`src/clkpm_pkg.sv`:
```
// package of constants for the clock and power-mode control block
// assumes a single 100 MHz system clock and a synchronous active-high reset
package clkpm_pkg;

   // ==========================================================
   // control word layout (one write strobe, per-bit mask)
   localparam int CTRL_W = 5;                 // number of control bits
   localparam int BIT_CPU_CLK_SEL = 0;        // cpu clock select position
   localparam int BIT_FAST_OSC_EN = 1;        // fast oscillator enable position
   localparam int BIT_LCD_SUPPLY_EN = 2;      // lcd supply enable position
   localparam int BIT_SUPPLY_MON_EN = 3;      // supply monitor enable position
   localparam int BIT_REG_SRC_SEL = 4;        // regulator source select position

   // ==========================================================
   // reset values
   localparam logic CPU_CLK_SEL_RST = 1'h0;   // slow oscillator after reset
   localparam logic FAST_OSC_EN_RST = 1'h0;   // fast oscillator stopped
   localparam logic LCD_SUPPLY_EN_RST = 1'h0; // lcd supply circuit off
   localparam logic SUPPLY_MON_EN_RST = 1'h0; // supply monitor off
   localparam logic REG_SRC_SEL_RST = 1'h0;   // regulator on default source
   localparam logic SLOW_OSC_RUN_RST = 1'h1;  // slow oscillator runs from reset

   // ==========================================================
   // timing
   localparam int SYS_CLK_MHZ = 100;          // system clock rate
   localparam int SWITCH_GAP_NS = 20;         // dead time between clock gates
   localparam int SWITCH_GAP_CYCLES = (SWITCH_GAP_NS * SYS_CLK_MHZ + 999) / 1000;
   localparam int GAP_CNT_W = 2;              // width of dead-time counter

   // ==========================================================
   // power-mode states, gray along awake -> sleep -> wake
   typedef enum logic [1:0] {
      PM_AWAKE = 2'h0,
      PM_SLEEP = 2'h1,
      PM_WAKE = 2'h3
   } pm_state_t;

   // clock switch states, gray around the loop
   typedef enum logic [1:0] {
      SW_ON_SLOW = 2'h0,
      SW_GAP_TO_FAST = 2'h1,
      SW_ON_FAST = 2'h3,
      SW_GAP_TO_SLOW = 2'h2
   } sw_state_t;

endpackage

```
`src/clk_switch.sv`:
```
// break-before-make switch of the cpu clock between two oscillators
// assumes both oscillator clocks are gated by enables that this module drives
`timescale 1ns/1ns
module clk_switch (
   input wire logic sys_clk,    // system clock
   input wire logic rst,        // synchronous reset, active high
   input wire logic selFast,    // 1 asks for the fast clock
   input wire logic fastReady,  // fast oscillator is running
   input wire logic hold,       // sleep: both gates forced off
   output logic slowGate_q,     // slow clock reaches the cpu
   output logic fastGate_q,     // fast clock reaches the cpu
   output logic busy_q          // switch in progress
);
   import clkpm_pkg::*;

   // ==========================================================
   // state and dead-time counter
   sw_state_t st_q; // current switch state
   sw_state_t st_d; // next switch state
   logic [GAP_CNT_W-1:0] gap_q; // dead-time cycles counted
   logic gapDone; // dead time elapsed

   assign gapDone = (gap_q == GAP_CNT_W'(SWITCH_GAP_CYCLES - 1));

   // next state: never open one gate before the other has been closed for the gap
   always_comb begin
      st_d = st_q;
      if (!hold) begin
         case (st_q)
            SW_ON_SLOW: begin
               if (selFast && fastReady) st_d = SW_GAP_TO_FAST;
            end
            SW_GAP_TO_FAST: begin
               // a withdrawn request or a stopped oscillator turns back before the fast gate opens
               if (!selFast || !fastReady) st_d = SW_GAP_TO_SLOW;
               else if (gapDone) st_d = SW_ON_FAST;
            end
            SW_ON_FAST: begin
               // a stopped fast oscillator also falls back to slow
               if (!selFast || !fastReady) st_d = SW_GAP_TO_SLOW;
            end
            SW_GAP_TO_SLOW: begin
               if (gapDone) st_d = SW_ON_SLOW;
            end
            default: st_d = SW_ON_SLOW;
         endcase
      end
   end

   // state register
   always_ff @(posedge sys_clk) begin
      if (rst) st_q <= SW_ON_SLOW;
      else st_q <= st_d;
   end

   // dead-time counter, restarts on entry to a gap state
   always_ff @(posedge sys_clk) begin
      if (rst) gap_q <= '0;
      else if (st_d != st_q) gap_q <= '0;
      else if (!hold && (st_q == SW_GAP_TO_FAST || st_q == SW_GAP_TO_SLOW)) gap_q <= gap_q + 1'b1;
   end

   // gates come from the next state so they change on the same edge as the state
   always_ff @(posedge sys_clk) begin
      if (rst) begin
         slowGate_q <= 1'b1;
         fastGate_q <= 1'b0;
         busy_q <= 1'b0;
      end else begin
         slowGate_q <= (st_d == SW_ON_SLOW) && !hold;
         fastGate_q <= (st_d == SW_ON_FAST) && !hold;
         busy_q <= (st_d == SW_GAP_TO_FAST) || (st_d == SW_GAP_TO_SLOW);
      end
   end

endmodule

```
`src/clock_power_mode_control.sv`:
```
// clock, oscillator and supply power-mode control with sleep handling
// assumes control writes come from the cpu as one-cycle strobes on sys_clk
`timescale 1ns/1ns
module clock_power_mode_control (
   input wire logic sys_clk,                              // system clock, 100 MHz
   input wire logic rst,                                  // synchronous reset, active high
   input wire logic ctrlWr,                               // control write strobe
   input wire logic [clkpm_pkg::CTRL_W-1:0] ctrlWrMask,   // bits to update
   input wire logic [clkpm_pkg::CTRL_W-1:0] ctrlWrData,   // new bit values
   input wire logic sleepReq,                             // sleep instruction executed
   input wire logic keyIrqFactor,                         // key input interrupt factor raised
   output logic cpuClockSelect_q,                         // 0 slow, 1 fast
   output logic fastOscEnable_q,                          // fast oscillator enable
   output logic lcdSupplyEnable_q,                        // lcd supply circuit on
   output logic supplyMonitorEnable_q,                    // supply voltage detector on
   output logic regulatorSourceSelect_q,                  // 1 boosted supply, 0 default
   output logic slowOscRun_q,                             // slow oscillator runs
   output logic fastOscRun_q,                             // fast oscillator runs
   output logic asleep_q,                                 // device in sleep
   output logic cpuSlowGate_q,                            // slow clock reaches cpu
   output logic cpuFastGate_q,                            // fast clock reaches cpu
   output logic clkSwitchBusy_q                           // clock switch in progress
);
   import clkpm_pkg::*;

   // ==========================================================
   // power-mode state
   pm_state_t pm_q; // current power mode
   pm_state_t pm_d; // next power mode
   logic ctrlWrOk; // write accepted (cpu running)
   logic fastEn_d; // next fast oscillator enable

   // writes while asleep cannot come from a halted cpu, so they are dropped
   assign ctrlWrOk = ctrlWr && (pm_q == PM_AWAKE);
   assign fastEn_d = (ctrlWrOk && ctrlWrMask[BIT_FAST_OSC_EN]) ? ctrlWrData[BIT_FAST_OSC_EN] : fastOscEnable_q;

   // next power mode; sleep is left on a key factor and nothing else
   always_comb begin
      pm_d = pm_q;
      case (pm_q)
         PM_AWAKE: begin
            if (sleepReq) pm_d = PM_SLEEP;
         end
         PM_SLEEP: begin
            if (keyIrqFactor) pm_d = PM_WAKE;
         end
         PM_WAKE: begin
            pm_d = PM_AWAKE; // one cycle for oscillators to restart
         end
         default: pm_d = PM_AWAKE;
      endcase
   end

   // power-mode register
   always_ff @(posedge sys_clk) begin
      if (rst) pm_q <= PM_AWAKE;
      else pm_q <= pm_d;
   end

   // ==========================================================
   // control bits, each written only where its mask bit is set
   always_ff @(posedge sys_clk) begin
      if (rst) begin
         cpuClockSelect_q <= CPU_CLK_SEL_RST;
         fastOscEnable_q <= FAST_OSC_EN_RST;
         lcdSupplyEnable_q <= LCD_SUPPLY_EN_RST;
         supplyMonitorEnable_q <= SUPPLY_MON_EN_RST;
         regulatorSourceSelect_q <= REG_SRC_SEL_RST;
      end else if (ctrlWrOk) begin
         if (ctrlWrMask[BIT_CPU_CLK_SEL]) cpuClockSelect_q <= ctrlWrData[BIT_CPU_CLK_SEL];
         if (ctrlWrMask[BIT_FAST_OSC_EN]) fastOscEnable_q <= ctrlWrData[BIT_FAST_OSC_EN];
         if (ctrlWrMask[BIT_LCD_SUPPLY_EN]) lcdSupplyEnable_q <= ctrlWrData[BIT_LCD_SUPPLY_EN];
         if (ctrlWrMask[BIT_SUPPLY_MON_EN]) supplyMonitorEnable_q <= ctrlWrData[BIT_SUPPLY_MON_EN];
         // the regulator source follows this bit directly; settling is software's duty
         if (ctrlWrMask[BIT_REG_SRC_SEL]) regulatorSourceSelect_q <= ctrlWrData[BIT_REG_SRC_SEL];
      end
   end

   // ==========================================================
   // oscillator run controls, registered from the next mode so sleep cuts them at once
   always_ff @(posedge sys_clk) begin
      if (rst) begin
         slowOscRun_q <= SLOW_OSC_RUN_RST;
         fastOscRun_q <= FAST_OSC_EN_RST;
         asleep_q <= 1'b0;
      end else begin
         slowOscRun_q <= (pm_d != PM_SLEEP);
         fastOscRun_q <= fastEn_d && (pm_d != PM_SLEEP);
         asleep_q <= (pm_d == PM_SLEEP);
      end
   end

   // ==========================================================
   // glitch-free cpu clock switch; hold keeps both gates shut while asleep
   // limitation: if software sleeps on the fast clock the cpu still resumes
   // on fast once awake, which is why it should select slow first
   clk_switch u_clk_switch (
      .sys_clk(sys_clk),
      .rst(rst),
      .selFast(cpuClockSelect_q),
      .fastReady(fastOscRun_q),
      // hold follows the next mode, so the gates shut on the sleep edge itself
      .hold(pm_d != PM_AWAKE),
      .slowGate_q(cpuSlowGate_q),
      .fastGate_q(cpuFastGate_q),
      .busy_q(clkSwitchBusy_q)
   );

   // ==========================================================
   // checks
   a_reset_clk_sel: assert property (@(posedge sys_clk) rst |=> !cpuClockSelect_q && cpuSlowGate_q)
      else $error("cpu clock select not slow after reset");
   a_reset_fast_osc: assert property (@(posedge sys_clk) rst |=> !fastOscEnable_q && !fastOscRun_q)
      else $error("fast oscillator not off after reset");
   a_reset_lcd_supply: assert property (@(posedge sys_clk) rst |=> !lcdSupplyEnable_q)
      else $error("lcd supply not off after reset");
   a_reset_supply_mon: assert property (@(posedge sys_clk) rst |=> !supplyMonitorEnable_q)
      else $error("supply monitor not off after reset");
   a_sleep_stops_osc: assert property (@(posedge sys_clk) disable iff (rst)
      (pm_q == PM_AWAKE && sleepReq) |=> asleep_q && !slowOscRun_q && !fastOscRun_q && !cpuSlowGate_q)
      else $error("oscillators still running in sleep");
   a_wake_only_key: assert property (@(posedge sys_clk) disable iff (rst)
      (asleep_q && !keyIrqFactor) |=> asleep_q && !slowOscRun_q)
      else $error("sleep left without key factor");
   a_wake_on_key: assert property (@(posedge sys_clk) disable iff (rst)
      (asleep_q && keyIrqFactor) |=> !asleep_q && slowOscRun_q)
      else $error("key factor did not end sleep");
   a_reg_src_write: assert property (@(posedge sys_clk) disable iff (rst)
      (ctrlWr && ctrlWrMask[BIT_REG_SRC_SEL] && !asleep_q && pm_q == PM_AWAKE)
      |=> regulatorSourceSelect_q == $past(ctrlWrData[BIT_REG_SRC_SEL]))
      else $error("regulator source select not updated");
   a_gates_exclusive: assert property (@(posedge sys_clk) disable iff (rst) !(cpuSlowGate_q && cpuFastGate_q))
      else $error("both clock gates open");
   a_gap_after_slow: assert property (@(posedge sys_clk) disable iff (rst)
      $fell(cpuSlowGate_q) |-> !cpuFastGate_q [*2])
      else $error("fast gate opened without dead time");
   a_fast_gate_sel: assert property (@(posedge sys_clk) disable iff (rst)
      $rose(cpuFastGate_q) |-> $past(cpuClockSelect_q) && $past(fastOscRun_q))
      else $error("fast gate opened without selection");

   // ==========================================================
   // further checks: reset values not covered above
   // regulator source starts on its default supply
   a_reset_reg_src: assert property (@(posedge sys_clk) rst |=> !regulatorSourceSelect_q)
      else $error("regulator source select not default after reset");
   // slow oscillator runs, no sleep, no switch and no fast clock out of reset
   a_reset_run_state: assert property (@(posedge sys_clk) rst |=>
      slowOscRun_q && !asleep_q && !cpuFastGate_q && !clkSwitchBusy_q)
      else $error("run state not idle after reset");

   // ==========================================================
   // further checks: each control bit takes its masked write one cycle later
   // a write only counts while awake; the wake cycle drops it as well
   a_sel_write: assert property (@(posedge sys_clk) disable iff (rst)
      (ctrlWrOk && ctrlWrMask[BIT_CPU_CLK_SEL]) |=> cpuClockSelect_q == $past(ctrlWrData[BIT_CPU_CLK_SEL]))
      else $error("cpu clock select not updated");
   // fast oscillator enable
   a_fast_en_write: assert property (@(posedge sys_clk) disable iff (rst)
      (ctrlWrOk && ctrlWrMask[BIT_FAST_OSC_EN]) |=> fastOscEnable_q == $past(ctrlWrData[BIT_FAST_OSC_EN]))
      else $error("fast oscillator enable not updated");
   // lcd supply enable
   a_lcd_write: assert property (@(posedge sys_clk) disable iff (rst)
      (ctrlWrOk && ctrlWrMask[BIT_LCD_SUPPLY_EN]) |=> lcdSupplyEnable_q == $past(ctrlWrData[BIT_LCD_SUPPLY_EN]))
      else $error("lcd supply enable not updated");
   // supply monitor enable
   a_mon_write: assert property (@(posedge sys_clk) disable iff (rst)
      (ctrlWrOk && ctrlWrMask[BIT_SUPPLY_MON_EN]) |=> supplyMonitorEnable_q == $past(ctrlWrData[BIT_SUPPLY_MON_EN]))
      else $error("supply monitor enable not updated");
   // writes in sleep or in the wake cycle leave every control bit alone
   a_write_dropped: assert property (@(posedge sys_clk) disable iff (rst)
      (ctrlWr && pm_q != PM_AWAKE) |=> $stable({cpuClockSelect_q, fastOscEnable_q, lcdSupplyEnable_q,
      supplyMonitorEnable_q, regulatorSourceSelect_q}))
      else $error("control bits changed while asleep");

   // ==========================================================
   // further checks: oscillator runs and gates in sleep and wake
   // slow oscillator runs exactly while not asleep, the wake cycle included
   a_slow_run_match: assert property (@(posedge sys_clk) disable iff (rst)
      slowOscRun_q == !asleep_q)
      else $error("slow oscillator run does not follow sleep");
   // fast oscillator runs exactly when enabled and not asleep, the wake cycle included
   a_fast_run_match: assert property (@(posedge sys_clk) disable iff (rst)
      fastOscRun_q == (fastOscEnable_q && !asleep_q))
      else $error("fast oscillator run does not follow enable");
   // no clock reaches the halted cpu
   a_sleep_gates_shut: assert property (@(posedge sys_clk) disable iff (rst)
      asleep_q |-> !cpuSlowGate_q && !cpuFastGate_q)
      else $error("clock gate open in sleep");
   // gates stay shut in the wake cycle while the oscillators restart
   a_wake_gates_shut: assert property (@(posedge sys_clk) disable iff (rst)
      (pm_q == PM_WAKE) |-> !cpuSlowGate_q && !cpuFastGate_q)
      else $error("clock gate open in wake cycle");
   // sleep is entered only on a sleep request
   a_sleep_needs_req: assert property (@(posedge sys_clk) disable iff (rst)
      $rose(asleep_q) |-> $past(sleepReq))
      else $error("sleep entered without request");
   // leaving sleep always passes through exactly one wake cycle
   a_wake_one_cycle: assert property (@(posedge sys_clk) disable iff (rst)
      $fell(asleep_q) |-> pm_q == PM_WAKE ##1 pm_q == PM_AWAKE)
      else $error("wake cycle missing or too long");

   // ==========================================================
   // further checks: clock switch
   // the slow gate waits the dead time after the fast gate closes
   a_gap_after_fast: assert property (@(posedge sys_clk) disable iff (rst)
      $fell(cpuFastGate_q) |-> !cpuSlowGate_q [*2])
      else $error("slow gate opened without dead time");
   // during the dead time no clock reaches the cpu
   a_busy_gates_shut: assert property (@(posedge sys_clk) disable iff (rst)
      clkSwitchBusy_q |-> !cpuSlowGate_q && !cpuFastGate_q)
      else $error("clock gate open during switch");
   // an awake cpu outside a switch always has one clock
   a_awake_has_clock: assert property (@(posedge sys_clk) disable iff (rst)
      (pm_q == PM_AWAKE && !clkSwitchBusy_q) |-> (cpuSlowGate_q || cpuFastGate_q))
      else $error("awake cpu without clock");
   // an awake slow gate only closes for a requested, running fast clock
   a_slow_fell_sel: assert property (@(posedge sys_clk) disable iff (rst)
      ($fell(cpuSlowGate_q) && !asleep_q) |-> $past(cpuClockSelect_q) && $past(fastOscRun_q))
      else $error("slow gate closed without selection");

endmodule
```
`config.mk`:
```
export PLATFORM = sky130hd
export DESIGN_NAME = clock_power_mode_control
export DESIGN_NICKNAME = d
export VERILOG_FILES = /design/src/clkpm_pkg.sv /design/src/clk_switch.sv /design/src/clock_power_mode_control.sv
export SDC_FILE = /design/constraint.sdc
export NUM_CORES = 1
export LEC_CHECK = 0
export BUFFER_PORTS_ARGS = -buffer_cell sky130_fd_sc_hd__buf_4
export CORE_MARGIN = 2
export CORE_UTILIZATION = 32
export DETAILED_ROUTE_END_ITERATION = 8
export PLACE_DENSITY = 0.55
export SETUP_SLACK_MARGIN = 0.2
export SLEW_MARGIN = 20
export SYNTH_ARGS = -nofsm -noshare
export SYNTH_HDL_FRONTEND = slang
export SYNTH_SLANG_ARGS = --single-unit
```
`constraint.sdc`:
```
create_clock -name sys_clk -period 5.9 [get_ports sys_clk]
set_input_delay 0.885 -clock sys_clk [delete_from_list [all_inputs] [get_ports sys_clk]]
set_output_delay 0.885 -clock sys_clk [all_outputs]
set_load 0.05 [all_outputs]
```
==> qor.yml, run 1 <==
leakage_nw: 0.477
synthFlopType: "dfxtp_1"
worst_slew_pin_slew_ns: 0.443
synth_area_leaders: "dfxtp_1 (39%), ha_1 (10%), a2111oi_4 (6.3%)"
grt_pass1_vias: 703
post-place-ws_ns: 3.62
ys_seq_area_share_pct: 39.1
r2r_cells: 8
gp_congestion: 0.897
timing.rr.start: "u_clk_switch.st_q[1]"
cts_root_buf: "clkbuf_4"
ys_types: 36
syn_to_final_growth_pct: 28.5
synth_async_sr_flop_share_pct: 0
crit_fanout: 6
start_util_pct: 34.5
tns_ns: 0
syn_inst: 89
cts-resized-gates: 0
rows: 18
drt_pre_antenna_iters: 4
ir_worst_vdd_v: 0.000127
min_period_ns: 2.25
htreeDepth: 1
cts_tree: "done"
synth-edff-count: 0
cap_violations: 0
hpwl_um: 1360
dp.cells: 143
cts_hold_buffers: 0
wirelength_um: 1750
r2r-end: "u_clk_switch.busy_q"
clkTransAtPathRegs_ns: 0.10
fin_skew_ns: 0.00431
vias: 739
drtIter0Drc: 8
slew_headroom_pct: 70.2
post_cts_buffers: 0
startpoint: "u_clk_switch.st_q[1]"
fp.dieW_um: 56.1
timing.final.ws_setup_ns: 3.65
drt-wirelength-per-cell_um: 11.9
dieArea_sq_mm: 0.00315
ys_ff_latch: 17
cp.arrival_ns: 2.43
endpoint: "u_clk_switch.busy_q"
cts_buffers: 3
io_buffers: 25
core-area_sq_mm: 0.00252
pin_count: 26
synth_top_area_share_pct: 39.1
syn-num-nets: 111
critPathKind: "register to register"
slew_viol_final: 0
synth_area_per_cell_sq_um: 9.77
setup.worst_path.start_class: "register"
drc: 0
die_y_um: 56.1
final_nets: 140
grt-ovfl-total: 0
ys.warnings.count: 0
finalHoldViolations: 0
grt_max_degree: 15
grt_setup_unrepaired: "false"
whs_ns: 0.467
clock_path_buffers: 2
fmax_mhz: 445
setup-violations-final: 0
required_ns: 6.08
drtAntennaViolNets: 0
grt_antenna_before_repair: 0
worstSetupEndpointType: "register"
grt_first_pass_wirelength_um: 3060
clock-sinks: 17
yosysTopAreaCell: "dfxtp_1"
final_cells: 147
hp-class: "register to register"
antenna_cells: 0
r2r_setup_slack_ns: 3.65
avgViaCountPerCell: 5.03
power_uw: 222
status: "completed"
powerDensity_mw_per_mm2: 199
syn-cell-area_sq_um: 870
clock_latency_ns: 0.28
post-route-period-util_pct: 38.1
drive_gt1_share_pct: 34.2
track_usage_pct: 12.1
[kinds of logic (layout without fill, tap and decap cells)]
logic type                 Yosys count  count (layout)  share of synthesized area, %
and+or+nand+nor                     33              33                          20.7
AOI/OAI and AO/OA                   21              21                          23.5
DFF                                 17              17                          39.1
buffers and inverters                9              37                          3.88
adders and majority gates            7               7                          10.1
xor gates and xnor gates             1               1                          1.01
muxes                                1               1                          1.73
[area by class of cell]
class                   instances  area [sq um]
inverters                       8          30.0
clock buffers                   4          26.3
flip-flops and latches         17           340
repair buffers                 25           188
fillers                       256          1410
multi-input cells              63           495
well taps                      30          37.5
[power by group]
group	switching (mW)	internal, mW
clock network	0.0354	0.0262
logic	0.0232	0.0158
registers	0.00295	0.119
[state kept, by name, summed over array words and instances, names as in the netlist]
register                 count
cpuClockSelect_q             1
u_clk_switch.fastGate_q      1
pm_q                         2
asleep_q                     1
lcdSupplyEnable_q            1
regulatorSourceSelect_q      1
slowOscRun_q                 1
u_clk_switch.busy_q          1
u_clk_switch.st_q            2
supplyMonitorEnable_q        1
fastOscEnable_q              1
u_clk_switch.gap_q           2
u_clk_switch.slowGate_q      1
fastOscRun_q                 1
[critical path, stage by stage (launching register included)]
cell and delay [ns]:
dfxtp_1 0.45, inv_1 0.15, ha_1 0.25, nor2_2 0.27, a311oi_1 0.21, a2111oi_4 0.35, inv_1 0.09, ha_1 0.27
nor2b_1 0.12
[stage by stage]
step                      utilization (%)  instance area (sq um)
after detailed placement             43.3                   1090
final                                44.3                   1120
after floorplan                         -                    870
after CTS                            44.3                   1120
after global placement               43.3                   1090
after global routing                 44.3                   1120
[cells in the mapped netlist (2+ instances only)]
cell type  instances
nor3_1             2
a2111oi_4          2
dfxtp_1           17
a21oi_1            5
nand3_1            5
nor2_1             4
ha_1               7
inv_1              8
nand2_1           12
[per-layer routing]
metal	global-route usage [%]	vias up	part of all wire (%)	routed length, um
li1	-	369	-	-
met1	15.3	350	46	806
met2	19.7	18	49	848
met3	2.33	2	4.5	78
met4	5.44	0	0.80	14
met5	0	-	0	0
[cell usage in the layout (no fill, tap or decap), types with 2 or more instances in the layout]
cell / n
buf_4: 25
dfxtp_1: 17
nand2_1: 12
inv_1: 8
ha_1: 7
a21oi_1: 5
nand3_1: 5
nor2_1: 4
clkbuf_4: 3
nor3_1: 2
a2111oi_4: 2
[worst min-delay path by stage]
stage | startpoint | end | slack, ns | cells past startpoint
5_1_grt | supplyMonitorEnable_q | supplyMonitorEnable_q | 0.49 | 2
3_5_place_dp | lcdSupplyEnable_q | lcdSupplyEnable_q | 0.46 | 2
3_3_place_gp | regulatorSourceSelect_q | regulatorSourceSelect_q | 0.45 | 2
2_1_floorplan | pm_q[1] | pm_q[1] | 0.49 | 1
6_report | lcdSupplyEnable_q | lcdSupplyEnable_q | 0.47 | 2
4_1_cts | lcdSupplyEnable_q | lcdSupplyEnable_q | 0.47 | 2
Power figures use the tool's default switching activity.
==> run 2: changes to the inputs <==
clock period = 2.2 ns   (was 5.9 ns; I/O delays follow)
==> run 2 against run 1 <==
Net effect: fmax increased by 17%; sequential share of layout area decreased by 1.2 points; die area unchanged; non-clock buffer count increased by 3; flip-flop and latch count unchanged; hold slack got worse by 0.17 ns; sequential power increased to 2.7 times the previous value; critical path depth decreased by 1; highest routed layer unchanged.
==> qor.yml, run 2 (synthesis results as in run 1) <==
status: "completed"
pin_count: 26
fmax_mhz: 522
cp_slowest_stage_delay_ns: 0.39
cts_root_buf: "clkbuf_4"
tns_ns: 0
crit_slowest_cell: "dfxtp_4"
reg.largest.list: "pm_q: 2 flops, u_clk_switch.gap_q: 2 flops, u_clk_switch.st_q: 2 flops"
core-area_sq_mm: 0.00252
grt-ovfl-total: 0
whs_ns: 0.299
regArea_sq_um: 348
start_util_pct: 34.5
mostFrequentLayoutCells: "buf_4 (28), dfxtp_1 (15), nand2_1 (12)"
cts_hold_buffers: 0
min_period_ns: 1.92
vias: 701
clock-sinks: 17
drtIter0Drc: 12
timing.final.ws_setup_ns: 0.283
hp-class: "primary input to register"
drt-wirelength-per-cell_um: 11.5
fp.dieW_um: 56.1
cp.arrival_ns: 2.09
grt_max_degree: 15
worst_slew_pin_slew_ns: 0.399
grt_antenna_before_repair: 0
drive_gt1_share_pct: 45.0
slew_viol_final: 0
place_area_sq_mm: 0.00110
track_usage_pct: 11.7
post-route-period-util_pct: 87.2
r2r_setup_slack_ns: 0.28
worstSetupEndpointType: "register"
final_common_cell: "buf_4"
clkTransAtPathRegs_ns: 0.10
worstPathCellList: "ha_1 -> nor2_4 -> a311oi_2 -> a2111oi_4 -> inv_1 -> ha_1 -> nor2b_1"
final_util_pct: 47.2
grt_setup_unrepaired: "false"
post-place-ws_ns: 0.0485
wirelength_um: 1730
clock_latency_ns: 0.28
final_nets: 143
powerDensity_mw_per_mm2: 495
slew_headroom_pct: 73.3
antenna_cells: 0
crit_top_cell: "ha_1"
drt_pre_antenna_iters: 4
cts_tree: "done"
n_fill_cell: 254
gp_congestion: 0.808
fin_skew_ns: 0.00549
hpwl_um: 1290
multi_input_area_sq_um: 532
finalHoldViolations: 0
grt_pass1_vias: 707
clock_path_buffers: 2
avgViaCountPerCell: 4.67
dieArea_sq_mm: 0.00315
cap_violations: 0
grt_first_pass_wirelength_um: 3000
ir_worst_vdd_v: 0.000288
critPathKind: "register to register"
drc: 0
crit_fanout: 5
setup-violations-final: 0
rows: 18
setup.worst_path.start_class: "register"
postLayoutCellArea_sq_mm: 0.00119
die_y_um: 56.1
leakage_nw: 0.497
htreeDepth: 1
required_ns: 2.38
drtAntennaViolNets: 0
io_buffers: 25
syn_to_final_growth_pct: 36.8
cts_buffers: 3
==> run 2: cell count changes in the layout (fill, tap and decap cells not counted), sizes merged <==
cell,change
clkbuf,-1
buf,+3
clkinv,+1
==> run 2: layout make-up <==
class / count / area share [%]
multi-input combinational: 63 / 44.7
timing repair buffer: 28 / 17.7
clock buffer: 3 / 1.89
clock inverter: 1 / 0.421
tap: 30 / 3.15
inverter: 8 / 2.94
sequential: 17 / 29.2
==> run 2: metrics by stage <==
| stage | std cells | total power [mW] |
|---|---|---|
| floorplan | 89 | 0.396 |
| global placement | 144 | 0.439 |
| detailed placement | 144 | 0.440 |
| CTS | 148 | 0.604 |
| global route | 150 | 0.631 |
| finish | 150 | 0.589 |
==> run 2: worst max-delay path, delay by kind of cell, from the launching register on <==
| family | cells | cell delay, ns |
|---|---|---|
| AOI/OAI and AO/OA | 2 | 0.51 |
| adders and majority gates | 2 | 0.55 |
| buffers and inverters | 1 | 0.09 |
| DFF | 1 | 0.39 |
| and+or+nand+nor | 2 | 0.27 |
==> run 2: what timing repair did <==
item,CTS,global route
resized for setup,3,13
pin swaps,1,4
setup buffers,0,2
endpoints found under the setup margin,2,3
==> run 2: report_power, final <==
| part | switching [mW] | internal, mW | leakage (nW) |
|---|---|---|---|
| registers | 0.00777 | 0.316 | 0.140 |
| clock network | 0.0929 | 0.0674 | 0.0177 |
| logic | 0.0622 | 0.0424 | 0.339 |
==> run 2: final timing paths <==
| kind | start | end | cells past startpoint |
|---|---|---|---|
| max | u_clk_switch.st_q[0] | u_clk_switch.busy_q | 7 |
| min | ctrlWrData[2] | lcdSupplyEnable_q | 3 |
| max reg2reg | u_clk_switch.st_q[0] | u_clk_switch.busy_q | 7 |
| min reg2reg | lcdSupplyEnable_q | lcdSupplyEnable_q | 2 |
==> run 2: per-layer routing <==
| layer | global-route usage [%] | share of wire [%] |
|---|---|---|
| met3 | 2.09 | 4.3 |
| met5 | 0 | 0 |
| met2 | 19.2 | 50 |
| met4 | 4.08 | 0.46 |
| met1 | 15.4 | 45 |
==> run 3: changes to the inputs <==
PLACE_DENSITY = 0.57   (was 0.55)
clock period = 1.75 ns   (was 2.2 ns; I/O delays follow)
==> run 3 against run 2 <==
Net effect: the flow now finishes with violations (setup timing); sequential share of layout area fell by 2.4 points; core utilization rose by 4.8 points; count of clock-buffer cells in the layout did not move; first-iteration DRC count fell by 8.3%; clock skew rose by 0.0050 ns; final cell count rose by 2.7%; total power rose by 29%; combinational power rose by 34%; global-route usage rose by 0.68 points; critical endpoint unchanged; largest power group unchanged; highest routed layer is now met3.
==> qor.yml, run 3 (synthesis results as in run 1) <==
core-area_sq_mm: 0.00252
grt_pass1_vias: 701
final_nets: 147
avgViaCountPerCell: 4.82
post-place-ws_ns: -0.0527
comb_power_share_pct: 18.6
grt_first_pass_wirelength_um: 3150
syn_to_final_growth_pct: 50.8
power_uw: 762
power_frac_seq_pct: 53.3
cp_slowest_stage_delay_ns: 0.40
worst_slew_pin_slew_ns: 0.308
reg.largest.list: "pm_q: 2 flops, u_clk_switch.gap_q: 2 flops, u_clk_switch.st_q: 2 flops"
status: "complete, but fails checks"
clkTransAtPathRegs_ns: 0.11
grt-ovfl-total: 0
whs_ns: 0.223
crit_slowest_cell: "dfxtp_4"
crit_family: "adder cells"
p_switching_uw: 219
drt-wirelength-per-cell_um: 12.0
die_y_um: 56.1
critPathBufInv: 2
htreeDepth: 1
mostFrequentLayoutCells: "buf_4 (32), nand2_1 (12), dfxtp_1 (12)"
fp.dieW_um: 56.1
final_common_cell: "buf_4"
cts_tree: "done"
cts_root_buf: "clkbuf_4"
finalHoldViolations: 0
cts_hold_buffers: 0
post-route-period-util_pct: 101
grt_max_degree: 15
place_area_sq_mm: 0.00120
setup.worst_path.start_class: "register"
crit_fanout: 5
switching_share_pct: 28.7
clock_power_share_pct: 28.2
dp.cells: 149
start_util_pct: 34.5
hp-class: "primary input to register"
clock-sinks: 17
hpwl_um: 1430
pin_count: 26
cap_violations: 0
clock_latency_ns: 0.29
io_buffers: 25
grt_antenna_before_repair: 0
final_util_pct: 52.0
drt_pre_antenna_iters: 3
rows: 18
p_int_uw: 543
antenna_cells: 0
track_usage_pct: 12.4
failed_checks: "setup timing"
worstPathCellList: "inv_4 -> ha_4 -> nor2_4 -> a2111oi_4 -> a2111oi_4 -> inv_1 -> ha_4 -> nor2b_4"
fin_skew_ns: 0.0105
worstSetupEndpointType: "register"
drtIter0Drc: 11
drtAntennaViolNets: 0
critPathKind: "register to register"
grt_setup_unrepaired: "true"
leakage_nw: 0.516
timing.final.ws_setup_ns: -0.0110
clock_path_buffers: 2
slew_headroom_pct: 79.5
dieArea_sq_mm: 0.00315
cts_buffers: 3
min_period_ns: 1.76
slew_viol_final: 0
postLayoutCellArea_sq_mm: 0.00131
drc: 0
setup-violations-final: 1
gp_congestion: 0.731
drive_gt1_share_pct: 54.8
required_ns: 1.99
cp.arrival_ns: 2.00
vias: 743
powerDensity_mw_per_mm2: 581
fmax_mhz: 568
ir_worst_vdd_v: 0.000353
tns_ns: -0.0110
wirelength_um: 1840
final_cells: 154
-- run 3: changes by cell type in the layout (fill, tap and decap cells not counted), sizes merged --
cell,delta
buf,+4
clkinvlp,+1
clkinv,-1
-- run 3: tightest hold or removal path: cells and delay by family --
kind                   cells  cell delay, ns
buffers and inverters      1            0.11
and+or+nand+nor            1            0.05
AOI/OAI and AO/OA          1            0.05
-- run 3: cell type report --
type,instances,area (sq um)
clock buffer,3,22.5
inverter,8,35.0
timing repair buffer,32,240
clock inverter,1,7.51
tap,30,37.5
fill,232,1210
sequential,17,352
multi-input combinational,63,617
-- run 3: power groups by stage --
stage | clock network [mW] | logic, mW | registers [mW]
floorplan | 0 | 0.0399 | 0.456
global placement | 0 | 0.140 | 0.414
detailed placement | 0 | 0.141 | 0.414
CTS | 0.220 | 0.143 | 0.406
global route | 0.246 | 0.151 | 0.407
finish | 0.215 | 0.141 | 0.406
-- run 3: worst paths after layout --
| check | startpoint | end | slack, ns | cells after the start |
|---|---|---|---|---|
| worst min-delay path | ctrlWrData[4] | regulatorSourceSelect_q | 0.22 | 3 |
| worst max-delay path | u_clk_switch.st_q[1] | u_clk_switch.busy_q | -0.01 | 8 |
| worst min register to register | regulatorSourceSelect_q | regulatorSourceSelect_q | 0.47 | 2 |
| worst max register to register | u_clk_switch.st_q[1] | u_clk_switch.busy_q | -0.01 | 8 |
-- run 3: timing repair --
action / 4_1_cts / 5_1_grt
setup buffers: 1 / 0
resized for setup: 12 / 1
pin swaps: 1 / 2
gates cloned: 0 / 0
endpoints found under the setup margin: 6 / 6
-- run 3: routing by layer --
layer	GRT usage, %	wire length, um
met5	0	0
met2	21.2	920
met3	2.33	70
met4	2.04	0
met1	16.5	852
